==> src/brwcw_pkg.sv <==
// shared constants and types for the bus register write and command word block
package brwcw_pkg;
   // function codes handled, broadcast address and preset count limit
   localparam logic [7:0] FN_PRESET_ONE = 8'h06;
   localparam logic [7:0] FN_PRESET_MANY = 8'h10;
   localparam logic [7:0] BCAST_ADDR = 8'h00;
   localparam logic [15:0] MAX_PRESET_CNT = 16'h007B;
   // byte counters and command word reset value
   localparam logic [2:0] CNT_ONE = 3'h1;
   localparam logic [2:0] HDR_LAST = 3'h3;
   localparam logic [2:0] RESP_LAST = 3'h5;
   localparam logic [15:0] CMD_RESET = 16'h0000;
   // command word bit positions
   localparam int CW_REF_LO = 0;
   localparam int CW_REF_HI = 1;
   localparam int CW_DC_BRAKE_N = 2;
   localparam int CW_COAST_N = 3;
   localparam int CW_QSTOP_N = 4;
   localparam int CW_FREEZE_N = 5;
   localparam int CW_START = 6;
   localparam int CW_RESET = 7;
   localparam int CW_JOG = 8;
   localparam int CW_RAMP2 = 9;
   localparam int CW_VALID = 10;
   localparam int CW_RELAY1 = 11;
   localparam int CW_RELAY2 = 12;
   localparam int CW_SETUP_LO = 13;
   localparam int CW_SETUP_HI = 14;
   localparam int CW_REVERSE = 15;
   // source select codes
   localparam logic [1:0] SRC_DIGITAL = 2'h0;
   localparam logic [1:0] SRC_BUS = 2'h1;
   localparam logic [1:0] SRC_AND = 2'h2;
   localparam logic [1:0] SRC_OR = 2'h3;
   typedef enum logic [6:0] {
      ST_ADDR = 7'h01,
      ST_FUNC = 7'h02,
      ST_HDR = 7'h04,
      ST_BCNT = 7'h08,
      ST_DATA = 7'h10,
      ST_RESP = 7'h20,
      ST_SKIP = 7'h40
   } brwcw_state_e;
   typedef struct packed {
      logic [1:0] ref_sel;
      logic dc_brake;
      logic coast;
      logic quick_stop;
      logic freeze;
      logic run;
      logic ramp_stop;
      logic trip_reset;
      logic jog;
      logic ramp2_sel;
      logic relay1;
      logic relay2;
      logic [1:0] setup_sel;
      logic reverse;
   } brwcw_act_s;
endpackage

==> src/brwcw_cmd_if.sv <==
// command word hand-off between the frame engine and the decoder
`timescale 1ns/1ps
interface brwcw_cmd_if;
   logic wr;
   logic [15:0] word;
   modport src(output wr, output word);
   modport dst(input wr, input word);
endinterface

==> src/brwcw_decode.sv <==
// drive command word capture and action decoder
`timescale 1ns/1ps
module brwcw_decode
   import brwcw_pkg::*;
(
   // clock and reset
   input wire logic i_mclk,
   input wire logic i_rst,
   // command word from the frame engine
   brwcw_cmd_if.dst cmd,
   // source selects and settings
   input wire logic [1:0] i_src_coast,
   input wire logic [1:0] i_src_start,
   input wire logic [1:0] i_src_ref,
   input wire logic [1:0] i_src_setup,
   input wire logic [1:0] i_src_reverse,
   input wire logic i_relay1_assigned,
   input wire logic i_relay2_assigned,
   input wire logic i_multi_setup,
   // digital inputs
   input wire logic i_di_coast,
   input wire logic i_di_start,
   input wire logic [1:0] i_di_ref,
   input wire logic [1:0] i_di_setup,
   input wire logic i_di_reverse,
   // decoded actions
   output brwcw_act_s o_act,
   output logic [15:0] o_cmd_word
);
   logic [15:0] word_reg;
   logic [15:0] word_next;
   brwcw_act_s act_reg;
   brwcw_act_s act_next;
   logic take;
   logic coast_req;
   logic start_req;
   logic [1:0] setup_req;

   // bus term and input term joined as the source select asks
   function automatic logic src_comb(input logic [1:0] sel, input logic bus, input logic di);
      case (sel)
         SRC_DIGITAL: src_comb = di;
         SRC_BUS: src_comb = bus;
         SRC_AND: src_comb = bus & di;
         default: src_comb = bus | di;
      endcase
   endfunction

   ////////////////////////////////////////////////////////////////////////////////
   // next word and actions; all actions move in the same cycle as the word
   always_comb begin
      take = cmd.wr && cmd.word[CW_VALID];
      word_next = take ? cmd.word : word_reg;
      coast_req = src_comb(i_src_coast, !word_next[CW_COAST_N], i_di_coast);
      start_req = src_comb(i_src_start, word_next[CW_START], i_di_start);
      setup_req[0] = src_comb(i_src_setup, word_next[CW_SETUP_LO], i_di_setup[0]);
      setup_req[1] = src_comb(i_src_setup, word_next[CW_SETUP_HI], i_di_setup[1]);
      act_next = act_reg;
      act_next.ref_sel[0] = src_comb(i_src_ref, word_next[CW_REF_LO], i_di_ref[0]);
      act_next.ref_sel[1] = src_comb(i_src_ref, word_next[CW_REF_HI], i_di_ref[1]);
      act_next.dc_brake = !word_next[CW_DC_BRAKE_N];
      act_next.coast = coast_req;
      act_next.freeze = !word_next[CW_FREEZE_N];
      // a frozen output ignores quick and ramp stops; coast and brake still act
      act_next.quick_stop = !word_next[CW_QSTOP_N] && word_next[CW_FREEZE_N];
      act_next.run = start_req && !coast_req;
      act_next.ramp_stop = !start_req && word_next[CW_FREEZE_N];
      act_next.trip_reset = take && cmd.word[CW_RESET] && !word_reg[CW_RESET];
      act_next.jog = word_next[CW_JOG];
      act_next.ramp2_sel = word_next[CW_RAMP2];
      act_next.relay1 = word_next[CW_RELAY1] && i_relay1_assigned;
      act_next.relay2 = word_next[CW_RELAY2] && i_relay2_assigned;
      if (i_multi_setup) begin
         act_next.setup_sel = setup_req;
      end
      act_next.reverse = src_comb(i_src_reverse, word_next[CW_REVERSE], i_di_reverse);
   end

   // registers only
   always_ff @(posedge i_mclk or posedge i_rst) begin
      if (i_rst) begin
         word_reg <= CMD_RESET;
         act_reg <= '0;
      end else begin
         word_reg <= word_next;
         act_reg <= act_next;
      end
   end

   assign o_act = act_reg;
   assign o_cmd_word = word_reg;
endmodule

==> src/brwcw_top.sv <==
// follower frame engine for register presets, holding registers and command word
// Notes on behaviour
// - function 06 writes its 16-bit value into the one addressed holding register
// - bus register addresses are zero-based: register n travels as n minus one
// - single preset reply echoes follower address, function, address and data
// - function 10 writes consecutive registers from start address, count and byte count
// - multi preset reply gives address, function, start address and register count
// - word bits 1..0 pick one of four preset references
// - bit 2 low gives DC braking and stop, high gives normal ramping
// - bit 3 low coasts at once, high lets the motor start
// - bit 4 low ramps down on the quick-stop ramp
// - bit 5 low freezes output; only coast or brake then stop it
// - bit 6 low ramps to stop, high permits start
// - bit 7 clears a trip only on its rising edge
// - bit 8 high runs at the jog speed setting
// - bit 10 low makes the whole word ignored
// - bit 11 drives relay one only when assigned to the bus
// - bit 12 drives relay two only when assigned to the bus
// - bits 14..13 pick one of four parameter set-ups
// - set-up bits act only when multiple set-ups are enabled
// - bit 15 reverses only when the reverse source includes the bus
// - coast, start, reference and set-up bits join inputs per source select
// - register data travel high byte first, then low byte
`timescale 1ns/1ps
module brwcw_top
   import brwcw_pkg::*;
#(
   parameter int REG_DEPTH = 16,
   parameter logic [15:0] REG_BASE = 16'h0000,
   parameter logic [15:0] CMD_ADDR = 16'h0000
)(
   // clock and reset
   input wire logic i_mclk,
   input wire logic i_rst,
   // follower address
   input wire logic [7:0] i_node_addr,
   // received frame bytes
   input wire logic i_rx_valid,
   input wire logic i_rx_sof,
   input wire logic [7:0] i_rx_data,
   output logic o_rx_ready,
   // reply bytes
   output logic o_tx_valid,
   output logic o_tx_last,
   output logic [7:0] o_tx_data,
   input wire logic i_tx_ready,
   // holding register read port
   input wire logic [15:0] i_rd_addr,
   output logic [15:0] o_rd_data,
   // source selects and settings
   input wire logic [1:0] i_src_coast,
   input wire logic [1:0] i_src_start,
   input wire logic [1:0] i_src_ref,
   input wire logic [1:0] i_src_setup,
   input wire logic [1:0] i_src_reverse,
   input wire logic i_relay1_assigned,
   input wire logic i_relay2_assigned,
   input wire logic i_multi_setup,
   // digital inputs
   input wire logic i_di_coast,
   input wire logic i_di_start,
   input wire logic [1:0] i_di_ref,
   input wire logic [1:0] i_di_setup,
   input wire logic i_di_reverse,
   // decoded drive actions
   output brwcw_act_s o_act,
   output logic [15:0] o_cmd_word
);
   localparam int IDX_W = $clog2(REG_DEPTH);

   // the index width and the command word slot must fit the map; refused at elaboration
   if (REG_DEPTH < 2 || REG_DEPTH > 256) begin : g_depth_chk
      $error("REG_DEPTH out of range");
   end
   if (CMD_ADDR < REG_BASE || CMD_ADDR - REG_BASE >= 16'(REG_DEPTH)) begin : g_cmd_chk
      $error("CMD_ADDR outside the register map");
   end

   brwcw_state_e st_reg, st_next;
   logic [2:0] cnt_reg, cnt_next;
   logic [7:0] addr_reg, addr_next;
   logic [7:0] func_reg, func_next;
   logic [15:0] ra_reg, ra_next;
   logic [15:0] w2_reg, w2_next;
   logic [7:0] hi_reg, hi_next;
   logic [15:0] widx_reg, widx_next;
   logic [7:0] tx_data_reg, tx_data_next;
   logic [15:0] rd_reg, rd_next;
   logic cmd_wr_reg, cmd_wr_next;
   logic [15:0] cmd_word_reg, cmd_word_next;
   logic rx_take;
   logic wr_en;
   logic [15:0] wr_addr;
   logic [15:0] wr_data;
   logic [15:0] many_cnt;
   logic [15:0] hold_mem [REG_DEPTH];
   brwcw_state_e done_st;

   brwcw_cmd_if cmd_bus();

   // bus address lies inside the holding register window
   function automatic logic in_map(input logic [15:0] a);
      in_map = (a >= REG_BASE) && (a - REG_BASE < 16'(REG_DEPTH));
   endfunction

   // zero-based bus address to array index
   function automatic logic [IDX_W-1:0] to_idx(input logic [15:0] a);
      to_idx = IDX_W'(a - REG_BASE);
   endfunction

   // reply byte n; both presets reply with the same six-byte shape
   function automatic logic [7:0] resp_byte(input logic [2:0] n);
      case (n)
         3'h0: resp_byte = addr_reg;
         3'h1: resp_byte = func_reg;
         3'h2: resp_byte = ra_reg[15:8];
         3'h3: resp_byte = ra_reg[7:0];
         3'h4: resp_byte = w2_reg[15:8];
         default: resp_byte = w2_reg[7:0];
      endcase
   endfunction

   ////////////////////////////////////////////////////////////////////////////////
   // frame engine: parse, write, reply
   always_comb begin
      // no new request is taken while a reply is still going out
      rx_take = i_rx_valid && (st_reg != ST_RESP);
      st_next = st_reg;
      cnt_next = cnt_reg;
      addr_next = addr_reg;
      func_next = func_reg;
      ra_next = ra_reg;
      w2_next = w2_reg;
      hi_next = hi_reg;
      widx_next = widx_reg;
      tx_data_next = tx_data_reg;
      wr_en = 1'b0;
      wr_addr = ra_reg;
      wr_data = {hi_reg, i_rx_data};
      many_cnt = {w2_reg[15:8], i_rx_data};
      // broadcasts are written but never answered
      done_st = (addr_reg == BCAST_ADDR) ? ST_ADDR : ST_RESP;
      if (rx_take && i_rx_sof) begin
         // a start of frame restarts the parse in every state except the reply, where no byte is taken
         addr_next = i_rx_data;
         if (i_rx_data == i_node_addr || i_rx_data == BCAST_ADDR) begin
            st_next = ST_FUNC;
         end else begin
            st_next = ST_SKIP;
         end
      end else begin
         case (st_reg)
            ST_FUNC: begin
               if (rx_take) begin
                  func_next = i_rx_data;
                  cnt_next = '0;
                  if (i_rx_data == FN_PRESET_ONE || i_rx_data == FN_PRESET_MANY) begin
                     st_next = ST_HDR;
                  end else begin
                     st_next = ST_SKIP;
                  end
               end
            end
            ST_HDR: begin
               if (rx_take) begin
                  cnt_next = cnt_reg + CNT_ONE;
                  case (cnt_reg)
                     3'h0: ra_next[15:8] = i_rx_data;
                     3'h1: ra_next[7:0] = i_rx_data;
                     3'h2: w2_next[15:8] = i_rx_data;
                     default: begin
                        w2_next[7:0] = i_rx_data;
                        cnt_next = '0;
                        if (func_reg == FN_PRESET_ONE) begin
                           wr_en = in_map(ra_reg);
                           wr_data = {w2_reg[15:8], i_rx_data};
                           st_next = done_st;
                           tx_data_next = addr_reg;
                        end else if (many_cnt != '0 && many_cnt <= MAX_PRESET_CNT) begin
                           st_next = ST_BCNT;
                        end else begin
                           st_next = ST_SKIP;
                        end
                     end
                  endcase
               end
            end
            ST_BCNT: begin
               if (rx_take) begin
                  cnt_next = '0;
                  widx_next = '0;
                  // byte count must match two bytes per register
                  if (i_rx_data == {w2_reg[6:0], 1'b0}) begin
                     st_next = ST_DATA;
                  end else begin
                     st_next = ST_SKIP;
                  end
               end
            end
            ST_DATA: begin
               if (rx_take) begin
                  if (!cnt_reg[0]) begin
                     hi_next = i_rx_data;
                     cnt_next = CNT_ONE;
                  end else begin
                     wr_addr = ra_reg + widx_reg;
                     wr_en = in_map(wr_addr);
                     widx_next = widx_reg + 16'h0001;
                     cnt_next = '0;
                     if (widx_next == w2_reg) begin
                        st_next = done_st;
                        tx_data_next = addr_reg;
                     end
                  end
               end
            end
            ST_RESP: begin
               if (i_tx_ready) begin
                  if (cnt_reg == RESP_LAST) begin
                     st_next = ST_ADDR;
                     cnt_next = '0;
                  end else begin
                     cnt_next = cnt_reg + CNT_ONE;
                     tx_data_next = resp_byte(cnt_next);
                  end
               end
            end
            ST_ADDR, ST_SKIP: begin
               st_next = st_reg;
            end
            default: begin
               st_next = ST_ADDR;
            end
         endcase
      end
   end

   // frame engine registers
   always_ff @(posedge i_mclk or posedge i_rst) begin
      if (i_rst) begin
         st_reg <= ST_ADDR;
         cnt_reg <= '0;
         addr_reg <= '0;
         func_reg <= '0;
         ra_reg <= '0;
         w2_reg <= '0;
         hi_reg <= '0;
         widx_reg <= '0;
         tx_data_reg <= '0;
      end else begin
         st_reg <= st_next;
         cnt_reg <= cnt_next;
         addr_reg <= addr_next;
         func_reg <= func_next;
         ra_reg <= ra_next;
         w2_reg <= w2_next;
         hi_reg <= hi_next;
         widx_reg <= widx_next;
         tx_data_reg <= tx_data_next;
      end
   end

   ////////////////////////////////////////////////////////////////////////////////
   // holding registers; writes outside the window are dropped but still answered
   always_ff @(posedge i_mclk or posedge i_rst) begin
      if (i_rst) begin
         for (int i = 0; i < REG_DEPTH; i++) begin
            hold_mem[i] <= '0;
         end
      end else if (wr_en) begin
         hold_mem[to_idx(wr_addr)] <= wr_data;
      end
   end

   // read port and command word hand-off
   always_comb begin
      rd_next = in_map(i_rd_addr) ? hold_mem[to_idx(i_rd_addr)] : '0;
      cmd_wr_next = wr_en && (wr_addr == CMD_ADDR);
      cmd_word_next = cmd_wr_next ? wr_data : cmd_word_reg;
   end

   // read port and hand-off registers
   always_ff @(posedge i_mclk or posedge i_rst) begin
      if (i_rst) begin
         rd_reg <= '0;
         cmd_wr_reg <= 1'b0;
         cmd_word_reg <= CMD_RESET;
      end else begin
         rd_reg <= rd_next;
         cmd_wr_reg <= cmd_wr_next;
         cmd_word_reg <= cmd_word_next;
      end
   end

   // outputs
   assign o_rx_ready = (st_reg != ST_RESP);
   assign o_tx_valid = (st_reg == ST_RESP);
   assign o_tx_last = (st_reg == ST_RESP) && (cnt_reg == RESP_LAST);
   assign o_tx_data = tx_data_reg;
   assign o_rd_data = rd_reg;
   assign cmd_bus.wr = cmd_wr_reg;
   assign cmd_bus.word = cmd_word_reg;

   ////////////////////////////////////////////////////////////////////////////////
   // command word decoder
   brwcw_decode brwcw_decode_i (
      .i_mclk(i_mclk), .i_rst(i_rst), .cmd(cmd_bus.dst),
      .i_src_coast(i_src_coast), .i_src_start(i_src_start), .i_src_ref(i_src_ref),
      .i_src_setup(i_src_setup), .i_src_reverse(i_src_reverse),
      .i_relay1_assigned(i_relay1_assigned), .i_relay2_assigned(i_relay2_assigned),
      .i_multi_setup(i_multi_setup), .i_di_coast(i_di_coast), .i_di_start(i_di_start),
      .i_di_ref(i_di_ref), .i_di_setup(i_di_setup), .i_di_reverse(i_di_reverse),
      .o_act(o_act), .o_cmd_word(o_cmd_word)
   );
endmodule

==> config.mk <==
export PLATFORM = sky130hd
export DESIGN_NAME = brwcw_top
export DESIGN_NICKNAME = d
export VERILOG_FILES = /design/src/brwcw_pkg.sv /design/src/brwcw_cmd_if.sv /design/src/brwcw_decode.sv /design/src/brwcw_top.sv
export SDC_FILE = /design/constraint.sdc
export NUM_CORES = 1
export LEC_CHECK = 0
export BUFFER_PORTS_ARGS = -buffer_cell sky130_fd_sc_hd__buf_4
export CELL_PAD_IN_SITES_DETAIL_PLACEMENT = 0
export CELL_PAD_IN_SITES_GLOBAL_PLACEMENT = 1
export CORE_ASPECT_RATIO = 0.7
export CORE_MARGIN = 10
export CORE_UTILIZATION = 35
export DETAILED_ROUTE_END_ITERATION = 8
export PLACE_DENSITY = 0.6
export SLEW_MARGIN = 20
export SYNTH_ARGS = -nofsm -noshare
export SYNTH_HDL_FRONTEND = slang
export SYNTH_SLANG_ARGS = --single-unit
==> constraint.sdc <==
create_clock -name i_mclk -period 10.9 [get_ports i_mclk]
set_input_delay 0.545 -clock i_mclk [delete_from_list [all_inputs] [get_ports i_mclk]]
set_output_delay 0.545 -clock i_mclk [all_outputs]
set_load 0.005 [all_outputs]
Word-level counts from Yosys, hierarchy flattened
Index checks and enable logic that the tools add are counted.
- logic and storage cells: 252
- bits in registers: 411
- output and inout port bits: 59
- bits of input ports: 57
- equal/unequal tests: 51
- bitwise operators: 19
- $lt $le $gt $ge: 10
- reductions and logical operators: 53
- $add $sub $neg: 3
- mux-type cells: 70
- operators with widths (cell ; number):
    $mux W16 ; 17
    $bwmux W256 ; 1
    $mux W7 ; 15
    $bmux W16 S4 ; 1
    $demux W16 S4 ; 1
    $mux W8 ; 8
    $ge A16 B1 Y1 const B ; 3
    $lt A16 B5 Y1 const B ; 3
    $pmux W7 S6 ; 1
    $pmux W8 S5 ; 1
    $pmux W16 S2 ; 1
    $pmux W8 S3 ; 1
    $ne A3 B3 Y1 const B ; 7
    $pmux W1 S3 ; 7
    $reduce_and A10 Y1 ; 2
    $reduce_and A4 Y1 ; 5
    $mux W3 ; 6
    $ne A2 B2 Y1 const B ; 9
    $logic_and A1 B1 Y1 ; 17
    $add A16 B1 Y16 const B ; 1
    $add A16 B16 Y16 ; 1
    $eq A16 B16 Y1 ; 1
    $eq A8 B3 Y1 const B ; 2
    $eq A8 B8 Y1 ; 2
    other kinds (43) ; 93

Logic depth before layout (Yosys ltp)
Gate-level depths: netlist (run 1).
- word-level depth: 11
- gate-level depth with buffers: 13
- gate-level depth less buffers: 10

By module
From an unflattened synthesis (run 1), not the netlist that was laid out.
- cell total of the unflattened synthesis: 1555
- area total of the unflattened synthesis: 20739.9 sq um
- modules (own cells, without submodules) (module ; cells an instance ; sequential area each (sq um) ; times used ; area each (sq um)):
    brwcw_top ; 1453 ; 9485.3 ; 1 ; 19418.6
    brwcw_decode ; 102 ; 750.7 ; 1 ; 1321.3

Least setup slack after synthesis (run 1)
OpenSTA, ideal clock, no wires.
- path type: flip-flop to flip-flop
- start point: register ra_reg[0]
- end point: register hold_mem[192] (netlist bit)
- path buffers: 2
- required time: 10.775 ns
- clock period less this slack: 3.446 ns
- setup slack: 7.454 ns
- setup time: 0.125 ns
- stages on the path, launching flop included: 13
- arrival: 3.321 ns
- path through: dfrtp_1 ha_1 fa_1 a211oi_1 o21ai_1 a21bo_2 xor2_1 a2111oi_2 nand3b_1 buf_2 o22ai_2 buf_4 mux2_2
- cells in the longest elaborated chain, start to end: 11
- elaborated cells on any way between the ends: 25
- those cells by class: 1 x add/sub; 6 x order compare; 14 x mux; 1 x bitwise; 3 x reduce/logical
- RTL lines (element ; line ; text):
    start: declaration ; brwcw_top.sv:83 ; logic [15:0] ra_reg, ra_next;
    start signal: assignment ; brwcw_top.sv:255 ; ra_reg <= ra_next;
    $add A16 B16 Y16 ; brwcw_top.sv:206 ; wr_addr = ra_reg + widx_reg;
    $mux W16 ; brwcw_top.sv:202 ; if (!cnt_reg[0]) begin
    $mux W16 ; brwcw_top.sv:201 ; if (rx_take) begin
    $mux W16 ; brwcw_top.sv:152 ; case (st_reg)
    $mux W16 ; brwcw_top.sv:143 ; if (rx_take && i_rx_sof) begin
    $not A4 Y5 (implied by the code) ; brwcw_top.sv:271 ; hold_mem[to_idx(wr_addr)] <= wr_data;
    $ge A5 B5 Y1 (implied by the code) / $lt A5 B1 Y1 (equally long branches) ; brwcw_top.sv:271 ;
    $logic_and A1 B1 Y1 (implied by the code) ; brwcw_top.sv:271 ;
    $mux W16 (implied by the code) ; brwcw_top.sv:271 ;
    $demux W16 S4 ; brwcw_top.sv:271 ;
    $bwmux W256 ; brwcw_top.sv:271 ;
    end signal: indexed assignment ; brwcw_top.sv:271 ;
    end: declaration ; brwcw_top.sv:96 ; logic [15:0] hold_mem [REG_DEPTH];
Parallel ways exist; a longest one is shown, timed or not.
A chain may end at the register's enable or synchronous reset.

Worst setup path after layout (run 1)
- start point: register ra_reg[0]
- end point: register hold_mem[36] (netlist bit)
Same word-level chain as after synthesis.

==> results.toml, run 1 <==
[outcome]
status = "completed"

[drt]
post-route-drc-count = 0
viasPerCell = 5.83
postRouteAntennaNets = 0
wire_per_inst_um = 24.0
drt_pass1_iterations = 6
drt_iter0_drc = 1416
drt-total-wl_um = 69500
vias = 16900

[clock_tree]
cts.sinks = 409
root_buffer = "clkbuf_16"
cts_max_level = 2
numCtsBuffers = 45
cts_resized = 0
cts.reportedPaths.clkPinSlew_ns = 0.06
clock_path_buffers = 3
cts_tree = "yes"
insertion_delay_ns = 0.60
cts_hold_buf = 0
post-cts-setup-buffers = 0

[critical_path]
crit_type = "register to register"
rr_worst_depth = 10
critPathLaunchType = "register"
cp-end-kind = "register"
regToRegEndpoint = "hold_mem[36]"
ff2ff_setup_slack_ns = 6.23
worstPathRequired_ns = 11.36
timing.rr.start = "ra_reg[0]"
cp_max_fo = 16
crit_arrival_ns = 5.13

[sta]
setup_viol_count_final = 0
whs_ns = 0.134
min_period_over_period_pct = 42.8
slew_headroom_pct = 25.1
setup_tns_ns = 0
drv_slew = 0
grt_setup_unrepaired = "false"
hold_viol = 0
clock_skew_ns = 0.0260
min_period_ns = 4.67
tightest_slew_ns = 1.12
fmax_mhz = 214

[placed_design]
hpwl_um = 44100
dp_cells = 2810
placed_area_um2 = 24000
globalplace.congestion = 0.854
port_buffers = 115

[synth]
ys_seq_elements = 409
yosys_warnings = 0
synth_cell_types = 81
syn_inst = 2008
seq_area_frac_synth_pct = 45.6
synth-edff-count = 0
synth_area_um2 = 22500
async_reset_ff_share_pct = 100
synth.avg_cell_area_um2 = 11.2
synthFlopType = "dfrtp_1"
synth_nets = 2089

[global_routing]
grtUsageTotal_pct = 18.3
grt_start_max_net_pins = 153
grt_pass1_wl_um = 107000
grt_pass1_vias = 17000
antenna_found_initial = 1
overflow = 0

[cells_and_area]
final_area_um2 = 25500
largest_reg_flops = 256
final_common_cell = "dfrtp_1"
n_antenna_cell = 0
top_register = "hold_mem"
instances_no_fill = 2893
drive_above_1_share_pct = 30.4
finalNetCount = 2109
multi_input_area_um2 = 11500
final_cell_mix = "dfrtp_1 (408), mux2_2 (286), nand2_1 (264)"
areaGrowthSynthToFinish_pct = 13.5
utilization_pct = 40.2
fillCellCount = 6000
register_area_um2 = 10200

[flow_run]
maxCapViolations = 0

[floorplanning]
die-height_um = 232
core-area_um2 = 63400
io-pin-count = 116
rows = 77
die_area_um2 = 74900
start_util_pct = 35.4
die_w_um = 323

[power_and_ir_drop]
leakagePower_nw = 11.6
power.switching_uw = 849
comb_power_share_pct = 6.7
irDropWorstVdd_mv = 0.113
power_frac_seq_pct = 45.9
power.internal_mw = 2.52
p_clk_share_pct = 47.4
powerDensity_nw_per_um2 = 132
p_sw_share_pct = 25.2

[hold_path]
hold_path.class = "input pin to asynchronous set/reset pin"
## metal layers
layer  global-route usage, %  vias up  part of all wire, %
met5                       0        -                    0
met1                    27.4     8791                   49
li1                        -     7545                    -
met4                    4.17        0                  1.7
met3                    3.61       80                  5.8
met2                    26.7      445                   43
## cells in the mapped netlist, types with 3 or more instances
library cell    n  area share (%)
and3_1         13            0.36
o22ai_4         3            0.27
a22oi_1        11            0.37
or3_1           9            0.25
buf_2          18            0.40
mux4_2         80             8.0
nor2b_1        21            0.58
nor3_1         14            0.31
nand2_1       264             4.4
and2_1         38             1.1
inv_1          17            0.28
a22o_1          4            0.16
o21a_1          7            0.23
nand3_1        85             1.9
o31ai_1         3            0.10
a222oi_1        3            0.13
mux2i_1         6            0.27
nand4_1        82             2.3
a221oi_1        4            0.16
o21ai_1         5            0.11
and4_1          4            0.16
ha_1           23             1.3
xnor2_1        21            0.82
o211ai_1        9            0.30
nor3_2          3            0.13
mux2_2        286              14
o22ai_2         7            0.39
nand2b_1        7            0.19
a32o_1          4            0.18
buf_4          12            0.40
a21oi_1        57             1.3
nor2_1         54            0.90
xor2_1         29             1.1
clkbuf_1      128             2.1
dfrtp_1       408              45
o21ai_0        61             1.4
mux2_1          8            0.40
buf_1          13            0.22
nor4_1         18            0.50
o311a_1        64             2.9
o22ai_1         3           0.084
a21o_1          7            0.23
a211oi_1        4            0.13
nand3b_1        3            0.10
a31oi_1        41             1.1
## worst max path at each step
stage	from	end
after floorplan	i_rst	addr_reg[0]
after global placement	i_rx_sof	hold_mem[181]
after detailed placement	i_rx_sof	hold_mem[182]
after CTS	ra_reg[0]	cmd_bus.word[13]
after global routing	ra_reg[2]	hold_mem[72]
final	ra_reg[0]	hold_mem[36]
## power groups by stage
stage | registers, mW | logic, mW | clock network (mW)
after floorplan | 1.57 | 0.148 | 0
after global placement | 1.57 | 0.223 | 0
after detailed placement | 1.57 | 0.226 | 0
after CTS | 1.55 | 0.227 | 1.64
after global routing | 1.55 | 0.250 | 1.70
final | 1.55 | 0.226 | 1.60
## logic make-up after synthesis
kind of cell	Yosys count	share of synthesized area [%]
compound gates	326	10.7
mux	380	23.0
flops	409	45.6
buf+inv	189	3.46
xor+xnor	51	2.05
simple gates	629	13.8
fa+ha+maj	24	1.37
## worst max-delay path: stages (launching register included)
cell       delay (ns)
dfrtp_1          0.48
ha_1             0.29
fa_1             0.47
a211oi_1         0.24
o21ai_1          0.16
a31oi_1          0.25
xnor2_1          0.16
a2111oi_2        0.42
nand3b_1         0.65
o22ai_4          1.02
mux2_2           0.42
## metrics by stage
step / worst slack [ns] / power (mW)
after global routing: 6.00 / 3.49
after CTS: 6.29 / 3.41
after floorplan: 4.84 / 1.72
after global placement: 6.28 / 1.80
final: 6.23 / 3.37
after detailed placement: 6.24 / 1.80
## layout make-up
cell class	instances	share of cell area, %
clock buffers	62	5.14
clock inverters	21	0.917
inverters	17	0.265
multi-input cells	1410	45.1
flip-flops and latches	409	40.1
well taps	829	4.07
repair buffers	145	4.33
Power figures use the tool's default switching activity.
==> run 2: changes to the inputs <==
--- a/config.mk
+++ b/config.mk
@@ -12,7 +12,7 @@
 export CORE_MARGIN = 10
 export CORE_UTILIZATION = 35
 export DETAILED_ROUTE_END_ITERATION = 8
-export PLACE_DENSITY = 0.6
+export PLACE_DENSITY = 0.58
 export SLEW_MARGIN = 20
 export SYNTH_ARGS = -nofsm -noshare
 export SYNTH_HDL_FRONTEND = slang
==> constraint.sdc (replaced) <==
create_clock -name i_mclk -period 4.4 [get_ports i_mclk]
set_input_delay 0.22 -clock i_mclk [delete_from_list [all_inputs] [get_ports i_mclk]]
set_output_delay 0.22 -clock i_mclk [all_outputs]
set_load 0.005 [all_outputs]
==> results.toml, run 2 (synthesis results as in run 1) <==
[outcome]
status = "completed"

[sta]
grt_setup_unrepaired = "false"
setup_tns_ns = 0
drv_slew = 0
clock_skew_ns = 0.0186
min_period_over_period_pct = 91.8
setup_ws_ns = 0.362
setup_viol_count_final = 0
fmax_mhz = 248
hold_viol = 0
min_period_ns = 4.04
slew_headroom_pct = 30.1
tightest_slew_ns = 1.02

[power_and_ir_drop]
powerDensity_nw_per_um2 = 316
leakagePower_nw = 11.9
irDropWorstVdd_mv = 0.210

[floorplanning]
die_area_um2 = 74900
die_w_um = 323
start_util_pct = 35.4
io-pin-count = 116
die-height_um = 232
rows = 77
core-area_um2 = 63400

[clock_tree]
cts_tree = "yes"
cts_max_level = 2
numCtsBuffers = 44
root_buffer = "clkbuf_16"
clock_path_buffers = 3
cts.reportedPaths.clkPinSlew_ns = 0.06
insertion_delay_ns = 0.59
post-cts-setup-buffers = 0
cts.sinks = 409

[cells_and_area]
register_area_um2 = 10200
drive_above_1_share_pct = 30.8
final_area_um2 = 26100
largest_reg_flops = 256
fillCellCount = 5991
top_register = "hold_mem"
final_common_cell = "dfrtp_1"
final_cell_mix = "dfrtp_1 (408), mux2_2 (286), nand2_1 (264)"
multi_input_area_um2 = 11500
n_antenna_cell = 0
areaGrowthSynthToFinish_pct = 16.1
finalNetCount = 2154

[critical_path]
cp_max_fo = 99
critical_path.top_delay_family = "compound AO/OA/AOI/OAI gates"
crit_type = "register to register"
cp-end-kind = "register"
worstPathRequired_ns = 4.91
timing.rr.start = "cnt_reg[0]"
ff2ff_setup_slack_ns = 0.36
critPathLaunchType = "register"
cpPeakStageDelay_ns = 0.62
cp_cell_sequence = "inv_1 > ha_1 > nor3_1 > o21ai_0 > nor4_4 > o21ai_1 > a221o_4 > buf_12 > o311a_1 > nand3_1"
crit_arrival_ns = 4.54
crit_path_top_delay_cell = "dfrtp_1"
crit_buf_inv = 2
crit_start = "cnt_reg[0]"

[placed_design]
placed_area_um2 = 24400
post-place-ws_ns = 0.318
globalplace.congestion = 0.822
port_buffers = 115
hpwl_um = 47800

[drt]
wire_per_inst_um = 24.6
post-route-drc-count = 0
postRouteAntennaNets = 0
drt-total-wl_um = 72300
drt_pass1_iterations = 5
drt_iter0_drc = 1406
vias = 17200
viasPerCell = 5.84

[global_routing]
overflow = 0
grt_pass1_wl_um = 110000
grt_pass1_vias = 16700
grtUsageTotal_pct = 19.0
antenna_found_initial = 2
grt_start_max_net_pins = 134

[flow_run]
maxCapViolations = 0

[hold_path]
min_from = "i_rx_sof"
hold_path.class = "input pin to register"
-- run 2: area by class of cell --
| cell class | instances | share of cell area (%) |
|---|---|---|
| multi-input combinational | 1410 | 44.2 |
| sequential | 409 | 39.2 |
| timing repair buffer | 191 | 6.70 |
| tap | 829 | 3.98 |
| inverter | 17 | 0.259 |
| clock buffer | 67 | 5.17 |
| clock inverter | 13 | 0.489 |
-- run 2: power breakdown --
| part | switching, mW | leakage [nW] | internal [mW] |
|---|---|---|---|
| combinational | 0.401 | 5.66 | 0.193 |
| clock | 1.64 | 0.728 | 2.18 |
| sequential | 0.0375 | 5.50 | 3.79 |
-- run 2: what timing repair did --
item,CTS,global route
endpoints found under the hold margin,28,0
hold buffers,20,0
gates resized for setup,0,1
endpoints found under the setup margin,0,50
-- run 2: path summary, 6_finish.rpt --
path / end / depth (start not counted)
worst max register to register: hold_mem[85] / 10
worst max-delay path: hold_mem[85] / 10
min in group asynchronous: hold_mem[77] / 3
worst min register to register: brwcw_decode_i.o_act[7] / 1
max in group asynchronous: hold_mem[129] / 4
worst min-delay path: st_reg[3] / 5
-- run 2: layer usage --
layer  up-vias  global-route usage [%]  wire, µm
met5         -                       0         0
li1       7613                       -         -
met4         0                    3.52       983
met2       503                    26.6     30100
met1      8969                    29.4     36100
met3        66                    4.24      5120
-- run 2: worst reg2reg max path, stage by stage, from the launching register on --
cell and delay [ns]:
dfrtp_1 0.62, inv_1 0.24, ha_1 0.28, nor3_1 0.38, o21ai_0 0.29, nor4_4 0.50, o21ai_1 0.21, a221o_4 0.59
buf_12 0.26, o311a_1 0.54, nand3_1 0.06
-- run 2: metrics by stage --
stage,util [%],std cells,hold WS [ns],power [mW]
final,41.1,2936,0.0375,8.25
after global routing,41.1,2936,0.0400,8.56
after CTS,41.1,2936,0.0145,8.34
after detailed placement,38.5,2836,0.335,4.48
after global placement,38.5,2836,0.332,4.47
after floorplan,-,2008,0.313,4.26
